--- src/rtl/touch_adc_pkg.sv ---
/*
  Shared constants of the touch panel and converter control block: register
  indices, field positions, reset values, input select codes and sequencer timing.
  Assumes the serial host bus logic outside hands over 4-bit register indices.
*/
package touch_adc_pkg;

  // ==========================================================================
  // Register indices
  localparam logic [3:0] PANEL_CONTROL_IDX = 4'h9;
  localparam logic [3:0] CONVERTER_CONTROL_IDX = 4'ha;
  localparam logic [3:0] CONVERTER_RESULT_IDX = 4'hb;
  localparam logic [3:0] CHIP_IDENTIFICATION_IDX = 4'hc;
  localparam logic [3:0] TEST_MODE_SELECT_IDX = 4'hd;

  // ==========================================================================
  // Panel control fields
  localparam int X_MINUS_SUPPLY_BIT = 0;
  localparam int X_PLUS_SUPPLY_BIT = 1;
  localparam int Y_MINUS_SUPPLY_BIT = 2;
  localparam int Y_PLUS_SUPPLY_BIT = 3;
  localparam int X_MINUS_GROUND_BIT = 4;
  localparam int X_PLUS_GROUND_BIT = 5;
  localparam int Y_MINUS_GROUND_BIT = 6;
  localparam int Y_PLUS_GROUND_BIT = 7;
  localparam int PANEL_MODE_LSB = 8;
  localparam int PANEL_BIAS_BIT = 11;
  localparam int X_PLUS_PEN_DOWN_BIT = 12;
  localparam int X_MINUS_PEN_DOWN_BIT = 13;

  // ==========================================================================
  // Converter control and result fields
  localparam int CONV_SYNC_BIT = 0;
  localparam int INT_REF_BYPASS_BIT = 1;
  localparam int INPUT_SEL_LSB = 2;
  localparam int EXT_REF_BIT = 5;
  localparam int CONV_START_BIT = 7;
  localparam int CONV_POWER_BIT = 15;
  localparam int RESULT_LSB = 5;
  localparam int DONE_BIT = 15;

  // ==========================================================================
  // Identification and test mode fields
  localparam int REVISION_LSB = 0;
  localparam int PART_LSB = 6;
  localparam int SUPPLIER_LSB = 12;
  localparam int AUDIO_TEST_BIT = 0;
  localparam int TELECOM_TEST_BIT = 1;
  localparam int PROD_TEST_LSB = 2;

  // ==========================================================================
  // Reset values
  localparam logic [15:0] PANEL_CONTROL_RST = 16'h0000;
  localparam logic [15:0] CONVERTER_CONTROL_RST = 16'h0000;
  localparam logic [9:0] RESULT_RST = 10'h000;
  localparam logic [5:0] TEST_MODE_RST = 6'h00;

  // ==========================================================================
  // Panel modes and converter inputs
  typedef enum logic [1:0] {
    PANEL_INTERRUPT = 2'b00,
    PANEL_PRESSURE = 2'b01,
    PANEL_POSITION = 2'b10
  } panel_mode_t;

  typedef enum logic [2:0] {
    SEL_X_PLUS = 3'b000,
    SEL_X_MINUS = 3'b001,
    SEL_Y_PLUS = 3'b010,
    SEL_Y_MINUS = 3'b011,
    SEL_AUX0 = 3'b100,
    SEL_AUX1 = 3'b101,
    SEL_AUX2 = 3'b110,
    SEL_AUX3 = 3'b111
  } input_sel_t;

  // ==========================================================================
  // Result width and sequencer timing in clock cycles
  localparam int RESULT_WIDTH = 10;
  localparam int SAMPLE_CYCLES = 8;
  localparam int SETTLE_CYCLES = 4;

endpackage : touch_adc_pkg

--- src/rtl/rise_detect.sv ---
/*
  Zero-to-one change detector for a vector of register bits.
  Assumes the inputs are flops of the same clock domain.
*/
`timescale 1ns/100ps
`default_nettype none
module rise_detect #(
  parameter int WIDTH = 1
) (
  input wire logic sys_clk,
  input wire logic rst,
  input wire logic [WIDTH-1:0] level,
  output logic [WIDTH-1:0] rise
);

  logic [WIDTH-1:0] prev_q;

  always_ff @(posedge sys_clk) begin
    if (rst) begin
      prev_q <= '0;
    end else begin
      prev_q <= level;
    end
  end

  assign rise = level & ~prev_q;

endmodule : rise_detect
`default_nettype wire

--- src/rtl/sar_sequencer.sv ---
/*
  Successive approximation sequencer: sample phase, then one trial per result
  bit, most significant first. Assumes an analog comparator reporting whether
  the held input is at or above the trial code after the settle time.
*/
`timescale 1ns/100ps
`default_nettype none
module sar_sequencer #(
  parameter int WIDTH = 10,
  parameter int SAMPLE_CYCLES = 8,
  parameter int SETTLE_CYCLES = 4
) (
  input wire logic sys_clk,
  input wire logic rst,
  input wire logic start,
  input wire logic abort,
  input wire logic compAbove,
  output logic sampleEn,
  output logic busy,
  output logic [WIDTH-1:0] trialCode,
  output logic resultStore,
  output logic [WIDTH-1:0] result
);

  typedef enum logic [1:0] {
    ST_IDLE = 2'b00,
    ST_SAMPLE = 2'b01,
    ST_TRIAL = 2'b10
  } sar_state_t;

  sar_state_t state_q;
  logic [7:0] waitCnt_q;
  logic [WIDTH-1:0] bitMask_q;
  logic [WIDTH-1:0] code_q;

  always_ff @(posedge sys_clk) begin
    if (rst) begin
      state_q <= ST_IDLE;
      waitCnt_q <= 8'h00;
      bitMask_q <= '0;
      code_q <= '0;
      resultStore <= 1'b0;
    end else begin
      resultStore <= 1'b0;
      if (abort) begin
        // Power removed mid-sequence: the result is never stored
        state_q <= ST_IDLE;
      end else begin
        case (state_q)
          ST_IDLE: begin
            if (start) begin
              state_q <= ST_SAMPLE;
              waitCnt_q <= 8'(SAMPLE_CYCLES - 1);
            end
          end
          ST_SAMPLE: begin
            if (waitCnt_q == 8'h00) begin
              state_q <= ST_TRIAL;
              bitMask_q <= {1'b1, {(WIDTH-1){1'b0}}};
              code_q <= {1'b1, {(WIDTH-1){1'b0}}};
              waitCnt_q <= 8'(SETTLE_CYCLES - 1);
            end else begin
              waitCnt_q <= waitCnt_q - 8'h01;
            end
          end
          ST_TRIAL: begin
            if (waitCnt_q != 8'h00) begin
              waitCnt_q <= waitCnt_q - 8'h01;
            end else begin
              waitCnt_q <= 8'(SETTLE_CYCLES - 1);
              bitMask_q <= bitMask_q >> 1;
              code_q <= (compAbove ? code_q : (code_q & ~bitMask_q)) | (bitMask_q >> 1);
              if (bitMask_q[0]) begin
                state_q <= ST_IDLE;
                resultStore <= 1'b1;
              end
            end
          end
          default: begin
            state_q <= ST_IDLE;
          end
        endcase
      end
    end
  end

  always_ff @(posedge sys_clk) begin
    if (rst) begin
      result <= '0;
    end else if (state_q == ST_TRIAL && waitCnt_q == 8'h00 && bitMask_q[0] && !abort) begin
      result <= compAbove ? code_q : (code_q & ~bitMask_q);
    end
  end

  assign trialCode = code_q;
  assign sampleEn = (state_q == ST_SAMPLE);
  assign busy = (state_q != ST_IDLE);

endmodule : sar_sequencer
`default_nettype wire

--- src/rtl/touch_adc_control.sv ---
/*
  Touch panel and converter control registers with the conversion sequencer.
  Assumes the serial host bus decoder outside delivers one-cycle read and write
  strobes with a 4-bit register index and 16-bit data, all on sys_clk.
*/
// Operation
// - Mode 00 interrupt, 01 pressure, 1x position
// - Bits 5-7 ground X+, Y-, Y+
// - Bit 11 enables panel bias circuit
// - Bits 12,13 read inverted X+/X- levels
// - Converter bit 0 enables synchronised mode
// - Converter bit 1 ties reference to bypass
// - Converter bit 5 selects external reference
// - Conversion starts only on bit 7 rising
// - Converter active only while bit 15 set
// - Result in bits 5-14, resets zero
// - Bit 15 reads one once result stored
// - Fixed revision, part and supplier fields
// - Test bits enable audio, telecom test
// - Bits 2-5 select production test mode
// - Bits 0-3 power the plate terminals
// - Bit 4 grounds the X-minus terminal
`timescale 1ns/100ps
`default_nettype none
module touch_adc_control
  import touch_adc_pkg::*;
#(
  parameter logic [5:0] REVISION_CODE = 6'h15, // Arbitrary value
  parameter logic [5:0] PART_CODE = 6'h2a, // Arbitrary value
  parameter logic [3:0] SUPPLIER_CODE = 4'h9, // Arbitrary value
  parameter int SAMPLE_LEN = SAMPLE_CYCLES,
  parameter int SETTLE_LEN = SETTLE_CYCLES
) (
  input wire logic sys_clk,
  input wire logic rst,
  // Register port
  input wire logic [3:0] regAddr,
  input wire logic regWrEn,
  input wire logic [15:0] regWrData,
  input wire logic regRdEn,
  output logic [15:0] regRdData,
  input wire logic testPinHigh,
  // Panel plate drive
  output logic xMinusSupplyEn,
  output logic xPlusSupplyEn,
  output logic yMinusSupplyEn,
  output logic yPlusSupplyEn,
  output logic xMinusGroundEn,
  output logic xPlusGroundEn,
  output logic yMinusGroundEn,
  output logic yPlusGroundEn,
  output logic panelInterruptMode,
  output logic panelPressureMode,
  output logic panelPositionMode,
  output logic panelBiasEn,
  input wire logic xPlusTerminalLevel,
  input wire logic xMinusTerminalLevel,
  // Converter control
  output logic convSyncModeEn,
  output logic intRefToBypass,
  output logic externalReferenceSel,
  output logic converterPowerEn,
  output logic [7:0] inputRouteSel,
  output logic sampleEn,
  output logic [9:0] trialCode,
  input wire logic compAbove,
  output logic conversionBusy,
  // Test modes
  output logic audioAnalogTestEn,
  output logic telecomAnalogTestEn,
  output logic [3:0] productionTestSelect
);

  // ==========================================================================
  // Register storage
  logic [15:0] panelCtrl_q;
  logic [15:0] convCtrl_q;
  logic [5:0] testMode_q;
  logic conversionDone_q;
  logic [15:0] rdData_q;
  logic [15:0] rdData_d;

  logic wrPanel;
  logic wrConv;
  logic wrTest;
  logic startRise;
  logic startConv;
  logic resultStore;
  logic [RESULT_WIDTH-1:0] result;
  logic [1:0] panelMode;
  logic [2:0] inputSel;

  assign wrPanel = regWrEn && (regAddr == PANEL_CONTROL_IDX);
  assign wrConv = regWrEn && (regAddr == CONVERTER_CONTROL_IDX);
  // Writes to the test modes are only honoured with the test pin high, so a
  // stray write in the field cannot alter normal behaviour
  assign wrTest = regWrEn && (regAddr == TEST_MODE_SELECT_IDX) && testPinHigh;

  // ==========================================================================
  // Panel control
  always_ff @(posedge sys_clk) begin
    if (rst) begin
      panelCtrl_q <= PANEL_CONTROL_RST;
    end else if (wrPanel) begin
      // Bits 10, 12 and up are not stored; pen bits are live readback
      panelCtrl_q <= {4'h0, regWrData[PANEL_BIAS_BIT], 1'b0, regWrData[9:0]};
    end
  end

  assign xMinusSupplyEn = panelCtrl_q[X_MINUS_SUPPLY_BIT];
  assign xPlusSupplyEn = panelCtrl_q[X_PLUS_SUPPLY_BIT];
  assign yMinusSupplyEn = panelCtrl_q[Y_MINUS_SUPPLY_BIT];
  assign yPlusSupplyEn = panelCtrl_q[Y_PLUS_SUPPLY_BIT];
  assign xMinusGroundEn = panelCtrl_q[X_MINUS_GROUND_BIT];
  assign xPlusGroundEn = panelCtrl_q[X_PLUS_GROUND_BIT];
  assign yMinusGroundEn = panelCtrl_q[Y_MINUS_GROUND_BIT];
  assign yPlusGroundEn = panelCtrl_q[Y_PLUS_GROUND_BIT];
  assign panelBiasEn = panelCtrl_q[PANEL_BIAS_BIT];

  assign panelMode = panelCtrl_q[PANEL_MODE_LSB +: 2];

  always_comb begin
    panelInterruptMode = 1'b0;
    panelPressureMode = 1'b0;
    panelPositionMode = 1'b0;
    case (panelMode)
      PANEL_INTERRUPT: begin
        panelInterruptMode = 1'b1;
      end
      PANEL_PRESSURE: begin
        panelPressureMode = 1'b1;
      end
      default: begin
        // Either value of the low bit gives position mode
        panelPositionMode = 1'b1;
      end
    endcase
  end

  // ==========================================================================
  // Converter control
  always_ff @(posedge sys_clk) begin
    if (rst) begin
      convCtrl_q <= CONVERTER_CONTROL_RST;
    end else if (wrConv) begin
      convCtrl_q <= {regWrData[CONV_POWER_BIT], 7'h00, regWrData[CONV_START_BIT], 1'b0,
                     regWrData[5:0]};
    end
  end

  assign convSyncModeEn = convCtrl_q[CONV_SYNC_BIT];
  assign intRefToBypass = convCtrl_q[INT_REF_BYPASS_BIT];
  assign externalReferenceSel = convCtrl_q[EXT_REF_BIT];
  assign converterPowerEn = convCtrl_q[CONV_POWER_BIT];
  assign inputSel = convCtrl_q[INPUT_SEL_LSB +: 3];

  always_comb begin
    inputRouteSel = 8'h00;
    case (inputSel)
      SEL_X_PLUS: begin
        inputRouteSel = 8'h01;
      end
      SEL_X_MINUS: begin
        inputRouteSel = 8'h02;
      end
      SEL_Y_PLUS: begin
        inputRouteSel = 8'h04;
      end
      SEL_Y_MINUS: begin
        inputRouteSel = 8'h08;
      end
      SEL_AUX0: begin
        inputRouteSel = 8'h10;
      end
      SEL_AUX1: begin
        inputRouteSel = 8'h20;
      end
      SEL_AUX2: begin
        inputRouteSel = 8'h40;
      end
      default: begin
        inputRouteSel = 8'h80;
      end
    endcase
  end

  // ==========================================================================
  // Conversion start and sequencing
  // Only the stored bit's rising edge counts; rewriting one does nothing
  rise_detect #(
    .WIDTH(1)
  ) u_start_edge (
    .sys_clk(sys_clk),
    .rst(rst),
    .level(convCtrl_q[CONV_START_BIT]),
    .rise(startRise)
  );

  // A start while powered down is dropped, not remembered
  assign startConv = startRise && converterPowerEn;

  sar_sequencer #(
    .WIDTH(RESULT_WIDTH),
    .SAMPLE_CYCLES(SAMPLE_LEN),
    .SETTLE_CYCLES(SETTLE_LEN)
  ) u_sar (
    .sys_clk(sys_clk),
    .rst(rst),
    .start(startConv),
    .abort(!converterPowerEn),
    .compAbove(compAbove),
    .sampleEn(sampleEn),
    .busy(conversionBusy),
    .trialCode(trialCode),
    .resultStore(resultStore),
    .result(result)
  );

  // Storing wins over a start in the same cycle: the sequencer is already idle
  // then and takes that start, so done reads one while the new conversion runs
  always_ff @(posedge sys_clk) begin
    if (rst) begin
      conversionDone_q <= 1'b0;
    end else if (resultStore) begin
      conversionDone_q <= 1'b1;
    end else if (startConv) begin
      conversionDone_q <= 1'b0;
    end
  end

  // ==========================================================================
  // Test modes
  always_ff @(posedge sys_clk) begin
    if (rst) begin
      testMode_q <= TEST_MODE_RST;
    end else if (wrTest) begin
      testMode_q <= regWrData[5:0];
    end
  end

  assign audioAnalogTestEn = testMode_q[AUDIO_TEST_BIT];
  assign telecomAnalogTestEn = testMode_q[TELECOM_TEST_BIT];
  assign productionTestSelect = testMode_q[PROD_TEST_LSB +: 4];

  // ==========================================================================
  // Read path
  always_comb begin
    rdData_d = 16'h0000;
    case (regAddr)
      PANEL_CONTROL_IDX: begin
        rdData_d = panelCtrl_q;
        rdData_d[X_PLUS_PEN_DOWN_BIT] = ~xPlusTerminalLevel;
        rdData_d[X_MINUS_PEN_DOWN_BIT] = ~xMinusTerminalLevel;
      end
      CONVERTER_CONTROL_IDX: begin
        rdData_d = convCtrl_q;
      end
      CONVERTER_RESULT_IDX: begin
        rdData_d[RESULT_LSB +: RESULT_WIDTH] = result;
        rdData_d[DONE_BIT] = conversionDone_q;
      end
      CHIP_IDENTIFICATION_IDX: begin
        rdData_d[REVISION_LSB +: 6] = REVISION_CODE;
        rdData_d[PART_LSB +: 6] = PART_CODE;
        rdData_d[SUPPLIER_LSB +: 4] = SUPPLIER_CODE;
      end
      TEST_MODE_SELECT_IDX: begin
        rdData_d[5:0] = testMode_q;
      end
      default: begin
        rdData_d = 16'h0000;
      end
    endcase
  end

  // Read data holds until the next read so a slow shifter can take it
  always_ff @(posedge sys_clk) begin
    if (rst) begin
      rdData_q <= 16'h0000;
    end else if (regRdEn) begin
      rdData_q <= rdData_d;
    end
  end

  assign regRdData = rdData_q;

endmodule : touch_adc_control
`default_nettype wire

--- config.mk ---
export PLATFORM = sky130hd
export DESIGN_NAME = touch_adc_control
export DESIGN_NICKNAME = d
export VERILOG_FILES = /design/src/rtl/touch_adc_pkg.sv /design/src/rtl/rise_detect.sv /design/src/rtl/sar_sequencer.sv /design/src/rtl/touch_adc_control.sv
export SDC_FILE = /design/constraint.sdc
export NUM_CORES = 1
export LEC_CHECK = 0
export BUFFER_PORTS_ARGS = -buffer_cell sky130_fd_sc_hd__buf_2
export CORE_MARGIN = 4
export CORE_UTILIZATION = 33
export DETAILED_ROUTE_END_ITERATION = 7
export PLACE_DENSITY = 0.5
export SKIP_CTS_REPAIR_TIMING = 1
export SYNTH_ARGS = -nofsm -noshare
export SYNTH_HDL_FRONTEND = slang
export SYNTH_SLANG_ARGS = --single-unit
--- constraint.sdc ---
create_clock -name sys_clk -period 6 [get_ports sys_clk]
set_clock_uncertainty 0.15 [all_clocks]
set_input_delay 1.2 -clock sys_clk [delete_from_list [all_inputs] [get_ports sys_clk]]
set_output_delay 1.2 -clock sys_clk [all_outputs]
set_load 0.02 [all_outputs]
; ---- Word level (Yosys, flattened, before mapping)
; Cells that the tools add are included.
[totals]
reg_bits = 84
input_bits = 28
[classes]
addsub = 1
n_eq_ne = 18
mux = 25
bitwise = 9
reduce_logical = 23
[ops]
columns = cell, count
row1 = one-hot mux 8 bit (7 select lines), 1
row2 = two-way mux 10 bit, 4
row3 = one-hot mux 10 bit (2 select lines), 2
row4 = one-hot mux 10 bit (4 select lines), 1
row5 = two-way mux 8 bit, 3
row6 = one-hot mux 8 bit (3 select lines), 1
row7 = == test 4 bit (second input constant), 5
row8 = one-hot mux 5 bit (4 select lines), 1
row9 = AND 10 bit, 1
row10 = inverter 10 bit, 1
row11 = bitwise OR 10 x 9 -> 10 bit, 1
row12 = == test 3 bit (second input constant), 3
row13 = logical AND 1 bit, 8
row14 = zero test 8 bit, 1
row15 = two-way mux 2 bit, 4
row16 = AND reduction 4 bit, 2
row17 = nonzero test 8 bit, 1
row18 = subtractor 8 x 1 -> 8 bit (second input constant), 1
row19 = == test 3 x 2 -> 1 bit (second input constant), 2
row20 = two-way mux 1 bit, 6
row21 = one-hot mux 2 bit (3 select lines), 1
row22 = nonzero test 2 bit, 3
row23 = inverter 1 bit, 5
row24 = == test 2 x 1 -> 1 bit (second input constant), 2
row25 = 12 further kinds, 16

; ---- Longest topological paths before layout
[logic_depth]
depth_word = 6
ltp_mapped = 8
ltp_nobuf = 6

; ---- Cells and area by module
; A second synthesis with hierarchy kept.
[hier_totals]
cells_unflattened = 467
area_unflattened_um2 = 3992.6
[modules_own_cells]
columns = module, instances, cells_per_inst, area_per_inst_um2, seq_area_each_um2
row1 = touch_adc_control, 1, 237, 1999.4, 840.8
row2 = sar_sequencer, 1, 227, 1945.6, 820.8
row3 = rise_detect, 1, 3, 47.5, 20.0

; ---- Least setup slack after synthesis
; Ideal clock, no wire load.
[synth_timing]
path_type = input port to flip-flop
from = input port regAddr[2]
to = register testMode_q[0]
setup_time_ns = 0.070
arrival_ns = 2.269
t_required_ns = 5.780
setup_slack_ns = 3.510
stages = 6
cell_sequence = clkbuf_1 > buf_2 > nand3_1 > nor2_1 > nand2_1 > a21oi_1
[synth_via]
elab_chain_len = 3
[synth_lines]
columns = element, line
row1 = "start, declared", touch_adc_control.sv:37  ; input wire logic [3:0] regAddr,
row2 = == test 4 bit, touch_adc_control.sv:97  ; assign wrTest = regWrEn && (regAddr == TEST_MODE_SELECT_IDX) && testPinHigh;
row3 = logical AND 1 bit (2 in series), touch_adc_control.sv:97
row4 = "end signal, assigned", touch_adc_control.sv:237  ; testMode_q <= regWrData[5:0];
row5 = "end, declared", touch_adc_control.sv:78  ; logic [5:0] testMode_q;
; Every way passes these cells.
; A chain may end at the register's enable or synchronous reset.

==> impl_metrics.tcl <==
set metrics [dict create \
    p_leak_uw 0.00195 \
    die_w_um 116 \
    num_rows 39 \
    endpoint "regRdData[3]" \
    power.density_nw_per_um2 260 \
    clk_latency_ns 0.33 \
    cts_tree "built" \
    critPathMaxStageDelay_ns 0.52 \
    grt_max_degree 61 \
    path_buf_inv 3 \
    synth_top_area_share 0.438 \
    synth_cell_type_count 49 \
    setup_viol 0 \
    crit_path_end_kind "flip-flop" \
    synth_edf_count 0 \
    vias 3479 \
    startpoint_type "input port" \
    relSlewSlack 0.347 \
    maxSlewViolCount 0 \
    nets 542 \
    cp.depth 6 \
    hold_path_depth 2 \
    dp_hpwl_mm 7.20 \
    cts_max_path_buffers 2 \
    tightest_slew_ns 0.975 \
    ys.warnings.count 0 \
    cp.arrival_ns 3.12 \
    ys_ff_latch 84 \
    final_layout_size_suffix_gt1_frac 0.207 \
    track_usage 0.161 \
    grt_pass1_wl_mm 17.2 \
    fmax_mhz 329 \
    status "completed" \
    cts.sinks 84 \
    cpMaxStageDelayCell "buf_4" \
    crit_top_cell "and3_1" \
    synth_area_leaders "dfxtp_1 (44%), nand2_1 (5.9%), a21oi_1 (4.6%)" \
    fin_crit_sh 0.507 \
    core_um2 11400 \
    avgViaCountPerCell 5.30 \
    rsz0062_at_grt "no" \
    first_global_vias 3237 \
    syn_area_um2 3840 \
    num_antenna_cells 0 \
    io_buffers 81 \
    r2r_end "u_sar.bitMask_q[5]" \
    final_antenna_net_count 0 \
    rrSetupSlack_ns 3.06 \
    async_reset_ff_frac 0 \
    stdcell_count 656 \
    numCtsBuffers 9 \
    crit_start "rst" \
    overflow 0 \
    path_clk_slew_ns 0.07 \
    route.detailed.drc 0 \
    wl_per_cell_um 16.4 \
    cts_max_level 3 \
    reg2reg_from "u_sar.state_q[1]" \
    syn_nets 478 \
    dr.pass1.iters 4 \
    cp.required_ns 6.08 \
    synth_flop_cell "dfxtp_1" \
    cts_root_buffer "clkbuf_16" \
    yosys.area.top_type "dfxtp_1" \
    fin_crit_ns 3.04 \
    antenna_found_initial 0 \
    place_congestion 0.754 \
    area_growth_pct 20.2 \
    netlist_instances 444 \
    cp_max_fo 60 \
    die_y_um 116 \
    syn_area_per_cell_um2 8.65 \
    hold_violations 0 \
    rr_worst_depth 5 \
    tns_ns 0 \
    dp.cells 640 \
    drv_cap 0 \
    crit_type "input port to flip-flop" \
    hp-class "flip-flop to flip-flop" \
    die_area_um2 13400 \
    initial_core_util 0.336 \
    drt-initial-drc-count 192 \
    synth-seq-area-share 0.438 \
    path_delay_family "buffers and inverters" \
    path_cells "buf_2 > buf_4 > inv_1 > and3_1 > and3_1 > a22o_1" \
    io_pins 86 \
    drt-total-wl_mm 10.7 \
    vdd_drop_max_mv 0.137 \
]
-- synthesized netlist by cell type, types with 4 or more instances --
master and instances:
a21oi_1 35, a22o_1 14, a32o_1 11, and2_1 4
and3_1 5, clkbuf_1 21, dfxtp_1 84, ha_1 6
inv_1 15, mux2i_1 17, nand2_1 60, nand2b_1 21
nand3_1 23, nor2_1 27, nor2b_1 6, nor3b_1 5
o21ai_0 20, o22ai_1 5, o2bb2ai_1 6, o32ai_1 4
-- power by group --
part | internal (µW) | leakage (µW) | switching (µW)
Sequential | 560 | 0.000677 | 2.55
Clock | 338 | 0.000153 | 238
Combinational | 20.3 | 0.00112 | 40.5
Total | 918 | 0.00195 | 281
-- sequential cells by signal, summed over array words and instances, names as in the netlist --
name,count
u_sar.trialCode,10
u_sar.bitMask_q,10
u_sar.resultStore,1
regRdData,16
convCtrl_q,8
u_sar.result,10
testMode_q,6
u_start_edge.prev_q,1
u_sar.state_q,2
u_sar.waitCnt_q,8
panelCtrl_q,11
conversionDone_q,1
-- how the worst min path moves through the flow --
stage,end,slack [ns],startpoint
global placement,conversionDone_q,0.26,u_sar.resultStore
finish,conversionDone_q,0.28,u_sar.resultStore
CTS,conversionDone_q,0.29,u_sar.resultStore
floorplan,conversionDone_q,0.26,u_sar.resultStore
detailed placement,conversionDone_q,0.28,u_sar.resultStore
global route,regRdData[5],0.33,regRdData[5]
-- layout make-up --
type | instances | area [µm²]
clock buffer | 10 | 239
tap | 143 | 179
clock inverter | 6 | 70.1
sequential | 84 | 1680
fill | 1158 | 6800
timing repair buffer | 83 | 420
inverter | 15 | 56.3
multi-input combinational | 315 | 1970
-- cell families after synthesis --
kind of cell | share of synthesized area
buffers and inverters | 0.0489
AND/OR/NAND/NOR | 0.235
flip-flops | 0.438
multiplexers | 0.0472
AO/OA/AOI/OAI | 0.211
adder cells (fa/ha/maj) | 0.0195
-- layer usage --
layer  wire length [µm]  GRT usage  part of all wire
met1               5230      0.230              0.49
met2               4830      0.245              0.45
met3                559     0.0298             0.052
met4                113     0.0526             0.011
met5                  0          0                 0
-- per-stage QoR --
step / setup WS (ns) / hold WS [ns] / instance area, µm² / util / power (µW)
3_3_place_gp: 2.59 / 0.265 / 4310 / 0.377 / 636
6_report: 2.96 / 0.282 / 4620 / 0.404 / 1200
2_1_floorplan: 3.51 / 0.261 / 3840 / - / 613
4_1_cts: 2.94 / 0.286 / 4620 / 0.404 / 1210
3_5_place_dp: 2.58 / 0.277 / 4310 / 0.377 / 636
5_1_grt: 2.80 / 0.330 / 4620 / 0.404 / 1240
-- worst min-delay path, cell delays in order (launching register included) --
cell and delay (ns):
dfxtp_1 0.30, inv_1 0.04, a21oi_1 0.05
-- layout by cell type, fill, tap and decap left out, drive strengths merged, types with 2 or more instances in the layout --
cell type and n:
nand2 60, o21ai 20, and3 5, nor3b 5, and3b 2, o211ai 2
and2 4, nor3 4, nor2b 6, o22ai 5, buf 83, a22oi 3
clkbuf 10, a211oi 3, dfxtp 84, nand4 3, nor4b 2, nand2b 21
nand3 23, or3 2, nand4b 2, nor2 27, o41ai 2, nand3b 2
a2bb2oi 3, clkinv 3, a32o 11, a22o 14, a21oi 35, inv 17
mux2i 17, o2bb2ai 6, o211a 2, a31oi 3, o32ai 4, ha 6
and4 2
Note: power is estimated with default switching activity, not from simulation.
